$ cat config.mk
export PLATFORM = sky130hd
export DESIGN_NAME = switch_strap_config_sampler
export DESIGN_NICKNAME = d
export VERILOG_FILES = /design/src/hw/strap_cfg_pkg.sv /design/src/hw/strap_pin_cell.sv /design/src/hw/switch_strap_config_sampler.sv
export SDC_FILE = /design/constraint.sdc
export NUM_CORES = 1
export LEC_CHECK = 0
export BUFFER_PORTS_ARGS = -buffer_cell sky130_fd_sc_hd__buf_4
export CAP_MARGIN = 5
export CELL_PAD_IN_SITES_DETAIL_PLACEMENT = 0
export CELL_PAD_IN_SITES_GLOBAL_PLACEMENT = 1
export CORE_ASPECT_RATIO = 0.6
export CORE_MARGIN = 2
export CORE_UTILIZATION = 33
export DETAILED_ROUTE_END_ITERATION = 12
export PLACE_DENSITY = 0.88
export SETUP_SLACK_MARGIN = 0.05
export SYNTH_ARGS = -nofsm -noshare
export SYNTH_HDL_FRONTEND = slang
export SYNTH_HIERARCHICAL = 1
export SYNTH_SLANG_ARGS = --single-unit
$ cat constraint.sdc
create_clock -name CORE_CLK_I -period 1.13 [get_ports CORE_CLK_I]
set_clock_uncertainty 0.1 [all_clocks]
set_input_delay 0.1695 -clock CORE_CLK_I [delete_from_list [all_inputs] [get_ports CORE_CLK_I]]
set_output_delay 0.1695 -clock CORE_CLK_I [all_outputs]
set_load 0.05 [all_outputs]
$ cat src/hw/strap_cfg_pkg.sv
/*
  Constants for the strap sampler: interface codes, pin indices,
  register 0x56 field positions and reset values.
  Assumes nothing of its surroundings.
*/
package strap_cfg_pkg;
  localparam int NUM_STRAPS = 7;
  // Strap vector bit positions
  localparam int IDX_IFACE_LO = 0;
  localparam int IDX_IFACE_HI = 1;
  localparam int IDX_ROLE = 2;
  localparam int IDX_REFCLK = 3;
  localparam int IDX_PLL = 4;
  localparam int IDX_SPEED = 5;
  localparam int IDX_BUS = 6;
  // Uplink interface codes
  localparam logic [1:0] IFACE_MII = 2'h0;
  localparam logic [1:0] IFACE_RMII = 2'h1;
  localparam logic [1:0] IFACE_RSVD = 2'h2;
  localparam logic [1:0] IFACE_RGMII = 2'h3;
  // Configuration register 0x56 and its fields
  localparam logic [7:0] CFG_REG_ADDR = 8'h56;
  localparam int CFG_CLK_SEL_BIT = 7;
  localparam int CFG_DELAY_LO = 3;
  localparam int CFG_DELAY_HI = 4;
  localparam int CFG_SPEED_BIT = 6;
  // Reset values of the latched configuration (pull defaults)
  localparam logic [6:0] STRAP_RESET = 7'h3f;
  localparam logic [1:0] DELAY_RESET = 2'h0;
endpackage : strap_cfg_pkg

$ cat src/hw/strap_pin_cell.sv
/*
  One strap pin: sampled while reset is active, drives its functional
  output once released.
  Assumes synchronous active-low reset and a pull on the board.
*/
`timescale 1ns/1ps
`default_nettype none
module strap_pin_cell #(
  parameter logic RESET_LEVEL = 1'b1
) (
  input wire logic clk_i,
  input wire logic reset_n_i,
  input wire logic pin_i,
  input wire logic func_i,
  output logic sample_o,
  output logic pin_o,
  output logic pin_oe_o
);
  // Sample while reset held, freeze on release
  always_ff @(posedge clk_i) begin
    if (!reset_n_i) begin
      sample_o <= pin_i;
    end
  end

  // Input with pull during reset, driven output afterwards
  always_ff @(posedge clk_i) begin
    if (!reset_n_i) begin
      pin_oe_o <= 1'b0;
      // Undriven pin in reset shows its internal pull level
      pin_o <= RESET_LEVEL;
    end else begin
      pin_oe_o <= 1'b1;
      pin_o <= func_i;
    end
  end

  AST_PIN_HIZ_IN_RESET: assert property (@(posedge clk_i)
    $past(reset_n_i) == 1'b0 |-> !pin_oe_o)
    else $error("strap pin driven during reset");
  AST_SAMPLE_HELD: assert property (@(posedge clk_i)
    reset_n_i && $past(reset_n_i) |-> $stable(sample_o))
    else $error("strap sample changed outside reset");
  AST_SAMPLE_TRACKS: assert property (@(posedge clk_i)
    !$past(reset_n_i) |-> sample_o == $past(pin_i))
    else $error("strap sample missed the pin level");
endmodule : strap_pin_cell
`default_nettype wire

$ cat src/hw/switch_strap_config_sampler.sv
/*
  Strap sampler for the uplink port of a four-port switch. Samples the
  strap pins during reset, latches them on release and derives the
  uplink configuration, with register 0x56 overrides from management.
  Assumes board pulls on every strap and a single 10 MHz core clock.
*/
`timescale 1ns/1ps
`default_nettype none
// Functional notes
// Sample every strap during reset
// Two straps pick MII, RMII or RGMII
// MII: high is MAC, low is PHY
// RMII high: drive 50 MHz clock out
// RMII low: expect external 50 MHz clock
// RMII clock source from strap or 0x56[7]
// High strap enables 25 MHz reference output
// RMII normal: PLL source crystal or external
// RGMII speed strap, register may override
// Low selects SPI, high selects MDIO
// Delay bits 4:3 writable by SPI only
// Pull-up straps: input in reset, output after
// Bus strap: pull-down input, output after
// Board fits external pull on bus strap
// Three-port or four-port with uplink
// Host manages over the selected bus
// Host clocks serial bus within limits
// Latched straps hold until next reset
module switch_strap_config_sampler #(
  parameter int NUM_STRAPS = strap_cfg_pkg::NUM_STRAPS
) (
  input wire logic CORE_CLK_I,
  input wire logic RESET_N_I,
  input wire logic [1:0] UPLINK_IFACE_SELECT_STRAPS_I,
  input wire logic UPLINK_ROLE_CLOCK_STRAP_I,
  input wire logic REFCLK_OUT_ENABLE_STRAP_I,
  input wire logic PLL_SOURCE_STRAP_I,
  input wire logic UPLINK_SPEED_STRAP_I,
  input wire logic SERIAL_OUT_BUS_SELECT_STRAP_I,
  input wire logic [NUM_STRAPS-1:0] STRAP_FUNC_I,
  input wire logic UPLINK_ENABLE_I,
  input wire logic CFG_WR_I,
  input wire logic CFG_WR_FROM_SPI_I,
  input wire logic [7:0] CFG_ADDR_I,
  input wire logic [7:0] CFG_WDATA_I,
  output logic [NUM_STRAPS-1:0] STRAP_PIN_O,
  output logic [NUM_STRAPS-1:0] STRAP_PIN_OE_O,
  output logic [1:0] UPLINK_IFACE_O,
  output logic UPLINK_IFACE_RESERVED_O,
  output logic UPLINK_ACTIVE_O,
  output logic MII_MAC_MODE_O,
  output logic RMII_CLOCK_MODE_O,
  output logic RMII_EXT_REF_CLOCK_OUTPUT,
  output logic REF_CLOCK_OUTPUT_EN_O,
  output logic PLL_FROM_EXT_CLK_O,
  output logic RGMII_GIGABIT_O,
  output logic MGMT_MDIO_SEL_O,
  output logic [1:0] RGMII_DELAY_O,
  output logic CFG_WR_REJECTED_O
);
  // Pin order and decode are fixed to the seven straps
  if (NUM_STRAPS != strap_cfg_pkg::NUM_STRAPS) begin : g_bad_strap_count
    $error("NUM_STRAPS must match the strap set");
  end

  logic [NUM_STRAPS-1:0] pin_in;
  logic [NUM_STRAPS-1:0] smp;
  logic rst_d_ff;
  logic clk_ovr_ff;
  logic clk_ovr_val_ff;
  logic spd_ovr_ff;
  logic spd_ovr_val_ff;
  logic [1:0] delay_ff;
  logic reg_hit;
  logic nxt_is_rmii;
  logic nxt_clk_mode;
  logic nxt_gig;

  assign pin_in = {SERIAL_OUT_BUS_SELECT_STRAP_I, UPLINK_SPEED_STRAP_I,
    PLL_SOURCE_STRAP_I, REFCLK_OUT_ENABLE_STRAP_I,
    UPLINK_ROLE_CLOCK_STRAP_I, UPLINK_IFACE_SELECT_STRAPS_I};

  genvar g;
  generate
    for (g = 0; g < NUM_STRAPS; g++) begin : g_pin
      // Bus strap has a pull-down, others pull-up
      strap_pin_cell #(
        .RESET_LEVEL(g != strap_cfg_pkg::IDX_BUS)
      ) u_cell (
        .clk_i(CORE_CLK_I),
        .reset_n_i(RESET_N_I),
        .pin_i(pin_in[g]),
        .func_i(STRAP_FUNC_I[g]),
        .sample_o(smp[g]),
        .pin_o(STRAP_PIN_O[g]),
        .pin_oe_o(STRAP_PIN_OE_O[g])
      );
    end
  endgenerate

  assign reg_hit = CFG_WR_I && CFG_ADDR_I == strap_cfg_pkg::CFG_REG_ADDR;

  // Register 0x56 overrides, cleared by every reset
  always_ff @(posedge CORE_CLK_I) begin
    if (!RESET_N_I) begin
      clk_ovr_ff <= 1'b0;
      clk_ovr_val_ff <= 1'b0;
      spd_ovr_ff <= 1'b0;
      spd_ovr_val_ff <= 1'b0;
    end else if (reg_hit) begin
      clk_ovr_ff <= 1'b1;
      clk_ovr_val_ff <= CFG_WDATA_I[strap_cfg_pkg::CFG_CLK_SEL_BIT];
      spd_ovr_ff <= 1'b1;
      spd_ovr_val_ff <= CFG_WDATA_I[strap_cfg_pkg::CFG_SPEED_BIT];
    end
  end

  // Delay field only takes SPI writes
  always_ff @(posedge CORE_CLK_I) begin
    if (!RESET_N_I) begin
      delay_ff <= strap_cfg_pkg::DELAY_RESET;
      CFG_WR_REJECTED_O <= 1'b0;
    end else begin
      CFG_WR_REJECTED_O <= reg_hit && !CFG_WR_FROM_SPI_I;
      if (reg_hit && CFG_WR_FROM_SPI_I) begin
        delay_ff <= CFG_WDATA_I[strap_cfg_pkg::CFG_DELAY_HI:
                                strap_cfg_pkg::CFG_DELAY_LO];
      end
    end
  end

  assign nxt_is_rmii = smp[strap_cfg_pkg::IDX_IFACE_HI:
                           strap_cfg_pkg::IDX_IFACE_LO] ==
                       strap_cfg_pkg::IFACE_RMII;
  assign nxt_clk_mode = clk_ovr_ff ? clk_ovr_val_ff
                      : smp[strap_cfg_pkg::IDX_ROLE];
  assign nxt_gig = spd_ovr_ff ? spd_ovr_val_ff
                 : smp[strap_cfg_pkg::IDX_SPEED];

  // Outputs settle one edge after the release of reset
  always_ff @(posedge CORE_CLK_I) begin
    if (!RESET_N_I) begin
      rst_d_ff <= 1'b0;
      UPLINK_IFACE_O <= strap_cfg_pkg::IFACE_RGMII;
      UPLINK_IFACE_RESERVED_O <= 1'b0;
      UPLINK_ACTIVE_O <= 1'b0;
      MII_MAC_MODE_O <= 1'b0;
      RMII_CLOCK_MODE_O <= 1'b0;
      RMII_EXT_REF_CLOCK_OUTPUT <= 1'b0;
      REF_CLOCK_OUTPUT_EN_O <= 1'b1;
      PLL_FROM_EXT_CLK_O <= 1'b0;
      RGMII_GIGABIT_O <= 1'b1;
      MGMT_MDIO_SEL_O <= 1'b0;
      RGMII_DELAY_O <= strap_cfg_pkg::DELAY_RESET;
    end else begin
      rst_d_ff <= 1'b1;
      UPLINK_IFACE_O <= smp[strap_cfg_pkg::IDX_IFACE_HI:
                            strap_cfg_pkg::IDX_IFACE_LO];
      UPLINK_IFACE_RESERVED_O <= smp[strap_cfg_pkg::IDX_IFACE_HI:
                                     strap_cfg_pkg::IDX_IFACE_LO] ==
                                 strap_cfg_pkg::IFACE_RSVD;
      UPLINK_ACTIVE_O <= UPLINK_ENABLE_I;
      MII_MAC_MODE_O <= smp[strap_cfg_pkg::IDX_IFACE_HI:
                            strap_cfg_pkg::IDX_IFACE_LO] ==
                        strap_cfg_pkg::IFACE_MII &&
                        smp[strap_cfg_pkg::IDX_ROLE];
      RMII_CLOCK_MODE_O <= nxt_is_rmii && nxt_clk_mode;
      RMII_EXT_REF_CLOCK_OUTPUT <= nxt_is_rmii && !nxt_clk_mode;
      REF_CLOCK_OUTPUT_EN_O <= smp[strap_cfg_pkg::IDX_REFCLK];
      PLL_FROM_EXT_CLK_O <= nxt_is_rmii && !nxt_clk_mode &&
                            !smp[strap_cfg_pkg::IDX_PLL];
      RGMII_GIGABIT_O <= nxt_gig;
      MGMT_MDIO_SEL_O <= smp[strap_cfg_pkg::IDX_BUS];
      RGMII_DELAY_O <= delay_ff;
    end
  end

  AST_MODE_EXCLUSIVE: assert property (@(posedge CORE_CLK_I)
    disable iff (!RESET_N_I)
    !(RMII_CLOCK_MODE_O && RMII_EXT_REF_CLOCK_OUTPUT))
    else $error("RMII clock and normal mode both set");
  AST_EXT_NEEDS_RMII: assert property (@(posedge CORE_CLK_I)
    disable iff (!RESET_N_I)
    RMII_EXT_REF_CLOCK_OUTPUT |-> UPLINK_IFACE_O == strap_cfg_pkg::IFACE_RMII)

    else $error("external refclk outside RMII");
  AST_PLL_NORMAL_ONLY: assert property (@(posedge CORE_CLK_I)
    disable iff (!RESET_N_I)
    PLL_FROM_EXT_CLK_O |-> RMII_EXT_REF_CLOCK_OUTPUT)
    else $error("PLL on external clock outside RMII normal");
  AST_MAC_NEEDS_MII: assert property (@(posedge CORE_CLK_I)
    disable iff (!RESET_N_I)
    MII_MAC_MODE_O |-> UPLINK_IFACE_O == strap_cfg_pkg::IFACE_MII)
    else $error("MAC role outside MII");
  AST_MDIO_NO_DELAY: assert property (@(posedge CORE_CLK_I)
    disable iff (!RESET_N_I)
    reg_hit && !CFG_WR_FROM_SPI_I |=> $stable(delay_ff))
    else $error("delay changed by MDIO write");
  AST_REJECT_FLAG: assert property (@(posedge CORE_CLK_I)
    disable iff (!RESET_N_I)
    reg_hit && !CFG_WR_FROM_SPI_I |=> CFG_WR_REJECTED_O)
    else $error("MDIO delay write not flagged");
  AST_IFACE_FROM_STRAP: assert property (@(posedge CORE_CLK_I)
    disable iff (!RESET_N_I)
    rst_d_ff |-> UPLINK_IFACE_O == $past(smp[1:0]))
    else $error("interface code differs from strap");
  AST_BUS_FROM_STRAP: assert property (@(posedge CORE_CLK_I)
    disable iff (!RESET_N_I)
    rst_d_ff |-> MGMT_MDIO_SEL_O == $past(smp[strap_cfg_pkg::IDX_BUS]))

    else $error("bus select differs from strap");
  AST_REFCLK_HELD: assert property (@(posedge CORE_CLK_I)
    disable iff (!RESET_N_I)
    rst_d_ff && $past(rst_d_ff) |-> $stable(REF_CLOCK_OUTPUT_EN_O))

    else $error("refclk enable moved after reset");
  AST_ACTIVE_FOLLOWS: assert property (@(posedge CORE_CLK_I)
    disable iff (!RESET_N_I)
    rst_d_ff |-> UPLINK_ACTIVE_O == $past(UPLINK_ENABLE_I))
    else $error("uplink active differs from enable");
endmodule : switch_strap_config_sampler
`default_nettype wire

### Yosys cells after proc, flatten, opt, wreduce, memory -nomap -nowiden

Index checks and enable logic that the tools add are counted.
W data, S select, Z words.

| operators by class | value |
|---|---|
| reduce and logical (&&, ||, !) cells | 11 |
| equal/unequal tests | 3 |
| muxes and demuxes | 3 |

Operators with widths:

| cell | number |
|---|---|
| $eq A8 B7 Y1 const B | 1 |
| $logic_and A1 B1 Y1 | 7 |
| $logic_not A1 Y1 | 3 |
| $mux W1 | 3 |
| $eq A2 B1 Y1 const B | 1 |
| $eq A2 B2 Y1 const B | 1 |
| $logic_not A2 Y1 | 1 |

| storage, ports and cells | value |
|---|---|
| bits in registers | 34 |
| bits of input ports | 35 |
| logic and storage cells | 48 |
| output and inout bits | 28 |

### Logic depth before layout (Yosys ltp)

| depth | value |
|---|---|
| depth after elaboration | 4 |
| depth in mapped cells | 3 |

### Cells and area by module

The synthesis kept the hierarchy.

By module, submodules not included:

| module | seq. area each (sq um) | times used | area each (sq um) | cells each |
|---|---|---|---|---|
| switch_strap_config_sampler | 380.4 | 1 | 661.9 | 56 |
| strap_pin_cell | 70.1 | 7 | 80.1 | 5 |

### Worst setup path after synthesis

Ideal clock, no wire load.

| timing | value |
|---|---|
| path kind | reg-to-reg |
| start | reg, netlist name spd_ovr_ff |
| end | reg PLL_FROM_EXT_CLK_O |
| clock period less this slack | 1.034 ns |
| arrival time | 0.869 ns |
| stages on the path, launching flop included | 4 |
| data required time | 0.965 ns |
| setup slack | 0.096 ns |
| path through | dfxtp_1 -> mux2i_1 -> and4_1 -> nor2b_1 |

RTL lines:

| what | line | text |
|---|---|---|
| end signal, assigned | switch_strap_config_sampler.sv:169 | `PLL_FROM_EXT_CLK_O <= nxt_is_rmii && !nxt_clk_mode &&` |
| end, declared | switch_strap_config_sampler.sv:54 | `output logic PLL_FROM_EXT_CLK_O,` |

### Final worst setup path

| timing | value |
|---|---|
| start | reg g_pin[2].u_cell.sample_o |
| end | reg PLL_FROM_EXT_CLK_O |

| on the way | value |
|---|---|
| longest elaborated chain between the ends | 4 |

RTL lines:

| what | line | text |
|---|---|---|
| start, declared | strap_pin_cell.sv:15 | `output logic sample_o,` |
| start signal, assigned | strap_pin_cell.sv:22 | `sample_o <= pin_i;` |
| $mux W1 | switch_strap_config_sampler.sv:134 | `assign nxt_clk_mode = clk_ovr_ff ? clk_ovr_val_ff` |
| $logic_not A1 Y1 | switch_strap_config_sampler.sv:169 |  |
| $logic_and A1 B1 Y1 (2 in a row) | switch_strap_config_sampler.sv:169 |  |

Every way passes these cells.
A chain may end at the register's enable or synchronous reset.

==> results.yml <==
routing:
  drt_iter0_markers: 22
  vias: 912
  via_per_inst: 4.13
  drtPass1Iterations: 4
  drt_wl_total_um: 2790
  drcViolationCount: 0
  wl_per_cell_um: 12.6
  ant_nets: 0
final_layout:
  n_antenna_cell: 0
  drive_gt1_frac: 0.511
  final_area_um2: 2140
  fin_util: 0.592
  syn_to_final_growth_pct: 75.0
  nets: 208
die:
  die_w_um: 82.6
  rows: 17
  start_util: 0.338
  die_y_um: 51.1
  core_area_um2: 3620
  pin_count: 63
  dieArea_um2: 4220
synthesis:
  ys_ff_latch: 40
  yosysUniqueCellTypes: 17
  yosys.area.top_type: "dfxtp_1"
  synth.top_cell.area_share: 0.540
  syn-num-nets: 126
  yosys-top-cells-area: "dfxtp_1 (54%), edfxtp_1 (17%), nand2b_1 (5.1%), mux2i_1 (4.9%), nor4_4 (3.5%)"
  yosysMostFrequentCell: "dfxtp_1"
  syn_area_per_cell_um2: 13.4
  async_flop_share: 0
  ys_seq_area_frac: 0.712
  synthCells: 91
  synth_edf_count: 7
  syn_area_um2: 1220
  ys.warnings.count: 6
  ys.flop_type: "dfxtp_1"
  synthTopCellsByCount: "dfxtp_1 (33), inv_1 (10), nand2_1 (10), nand2b_1 (10), edfxtp_1 (7)"
power:
  p_leak_nw: 0.973
  ir_drop_mv: 0.874
  finalPower_mw: 3.18
  power_density_nw_per_um2: 1490
setup_path:
  cpMaxStageDelayCell: "edfxtp_1"
  crit_path_cell_trace: "mux2i_2 > and4_1 > nor2b_1"
  endpoint_kind: "register"
  path_class: "register to register"
  crit_fanout: 2
  worst_setup_path_start_kind: "register"
  crit_required_ns: 1.26
  arrival_ns: 1.22
  critical_path.max_stage_delay_ns: 0.41
global_route:
  grt_max_degree: 27
  grt_overflow_total: 0
  grt_pass1_vias: 1008
  grt_pass1_wl_um: 4200
  grt_usage: 0.141
  antenna_found_initial: 0
clock_network:
  clock_sinks: 40
  cts-root-buf: "clkbuf_8"
  h-tree-depth: 2
  numCtsBuffers: 5
  clock_latency_ns: 0.29
  clk_path_buf_depth: 2
  tritoncts: "built"
  cts.clk_slew.worst_paths_ns: 0.07
hold_path:
  hold_class: "primary input to register"
timing:
  slew_headroom: 0.772
  setup-violations-final: 0
  rsz0062_at_grt: "yes"
  worstMarginPinSlew_ns: 0.339
  fin_crit_sh: 0.968
  hold_violations: 0
  post-route-min-period_ns: 1.09
  slew_violations: 0
  tns_ns: 0
  fmax_mhz: 914
  setup_slack_ns: 0.0359
placed_design:
  placed_cell_area_um2: 1740
  gp_congestion: 0.703
  place_ws_ns: -0.164
  numPortBuffers: 58
run:
  drv_cap: 0
run_status:
  status: "completed"
==> path summary, 6_finish.rpt <==
| check | from | endpoint | slack (ns) | depth (start not counted) |
|---|---|---|---|---|
| setup / recovery | g_pin[2].u_cell/sample_o$_DFFE_PN_ | PLL_FROM_EXT_CLK_O$_SDFF_PN0_ | 0.04 | 3 |
| hold / removal | CFG_WDATA_I[7] | clk_ovr_val_ff$_SDFFE_PN0P_ | 0.04 | 3 |
| setup reg to reg | g_pin[2].u_cell/sample_o$_DFFE_PN_ | PLL_FROM_EXT_CLK_O$_SDFF_PN0_ | 0.04 | 3 |
| hold reg to reg | g_pin[4].u_cell/sample_o$_DFFE_PN_ | PLL_FROM_EXT_CLK_O$_SDFF_PN0_ | 0.30 | 1 |
==> power by group <==
group,internal [mW],switching (mW)
Sequential,1.52,0.0294
Combinational,0.229,0.263
Clock,0.653,0.484
==> final cells by class <==
class / instances / area (µm²)
clock inverters: 3 / 42.5
inverters: 10 / 37.5
well taps: 47 / 58.8
clock buffers: 5 / 68.8
fillers: 281 / 1480
repair buffers: 76 / 729
multi-input cells: 40 / 313
flip-flops and latches: 40 / 890
==> critical path: cells and delay by family, from the launching register on <==
| family | cells | cell delay (ns) |
|---|---|---|
| DFF | 1 | 0.41 |
| muxes | 1 | 0.19 |
| and+or+nand+nor | 2 | 0.34 |
==> kinds of logic (layout without fill, tap and decap cells) <==
group           count (synthesis)  in the layout  synth area share
compound gates                  1              1           0.00614
simple gates                   33             33             0.198
mux                             6              6            0.0491
flops                          40             40             0.712
buf+inv                        11             94            0.0348
==> metrics by stage <==
| stage | cells | hold WS (ns) |
|---|---|---|
| finish | 221 | 0.0373 |
| global route | 221 | 0.0278 |
| CTS | 221 | 0.0255 |
| detailed placement | 197 | 0.249 |
| global placement | 197 | 0.248 |
| floorplan | 91 | 0.0972 |
==> layer usage <==
layer | track usage | part of all wire
met2 | 0.250 | 0.51
met4 | 0.0656 | 0.016
met5 | 0 | 0
met1 | 0.124 | 0.36
met3 | 0.0883 | 0.11
==> placed cells by master, fill, tap and decap left out, types with 7 or more instances in the layout <==
master / Yosys / routed
dlygate4sd3_1: 0 / 15
inv_1: 10 / 10
buf_6: 0 / 23
nand2b_1: 10 / 10
dfxtp_1: 33 / 18
dfxtp_2: 0 / 15
edfxtp_1: 7 / 7
nand2_1: 10 / 10
buf_4: 0 / 34
==> sequential cells by signal, indices dropped and copies added, names as in the netlist <==
signal / flops
spd_ovr_val_ff: 1
g_pin.u_cell/pin_o: 7
delay_ff: 2
RMII_CLOCK_MODE_O: 1
RGMII_DELAY_O: 2
UPLINK_IFACE_RESERVED_O: 1
RMII_EXT_REF_CLOCK_OUTPUT: 1
clk_ovr_val_ff: 1
MGMT_MDIO_SEL_O: 1
MII_MAC_MODE_O: 1
spd_ovr_ff: 1
CFG_WR_REJECTED_O: 1
UPLINK_IFACE_O: 2
PLL_FROM_EXT_CLK_O: 1
g_pin.u_cell/pin_oe_o: 7
REF_CLOCK_OUTPUT_EN_O: 1
UPLINK_ACTIVE_O: 1
RGMII_GIGABIT_O: 1
g_pin.u_cell/sample_o: 7
==> what timing repair did <==
item                       4_1_cts  5_1_grt
hold buffers                    15        0
pin swaps                        1        1
buffers inserted                 1        0
setup endpoints to repair       13       27
resized for setup               12       33
hold endpoints to repair        15        0
(Power assumes the default switching activity.)
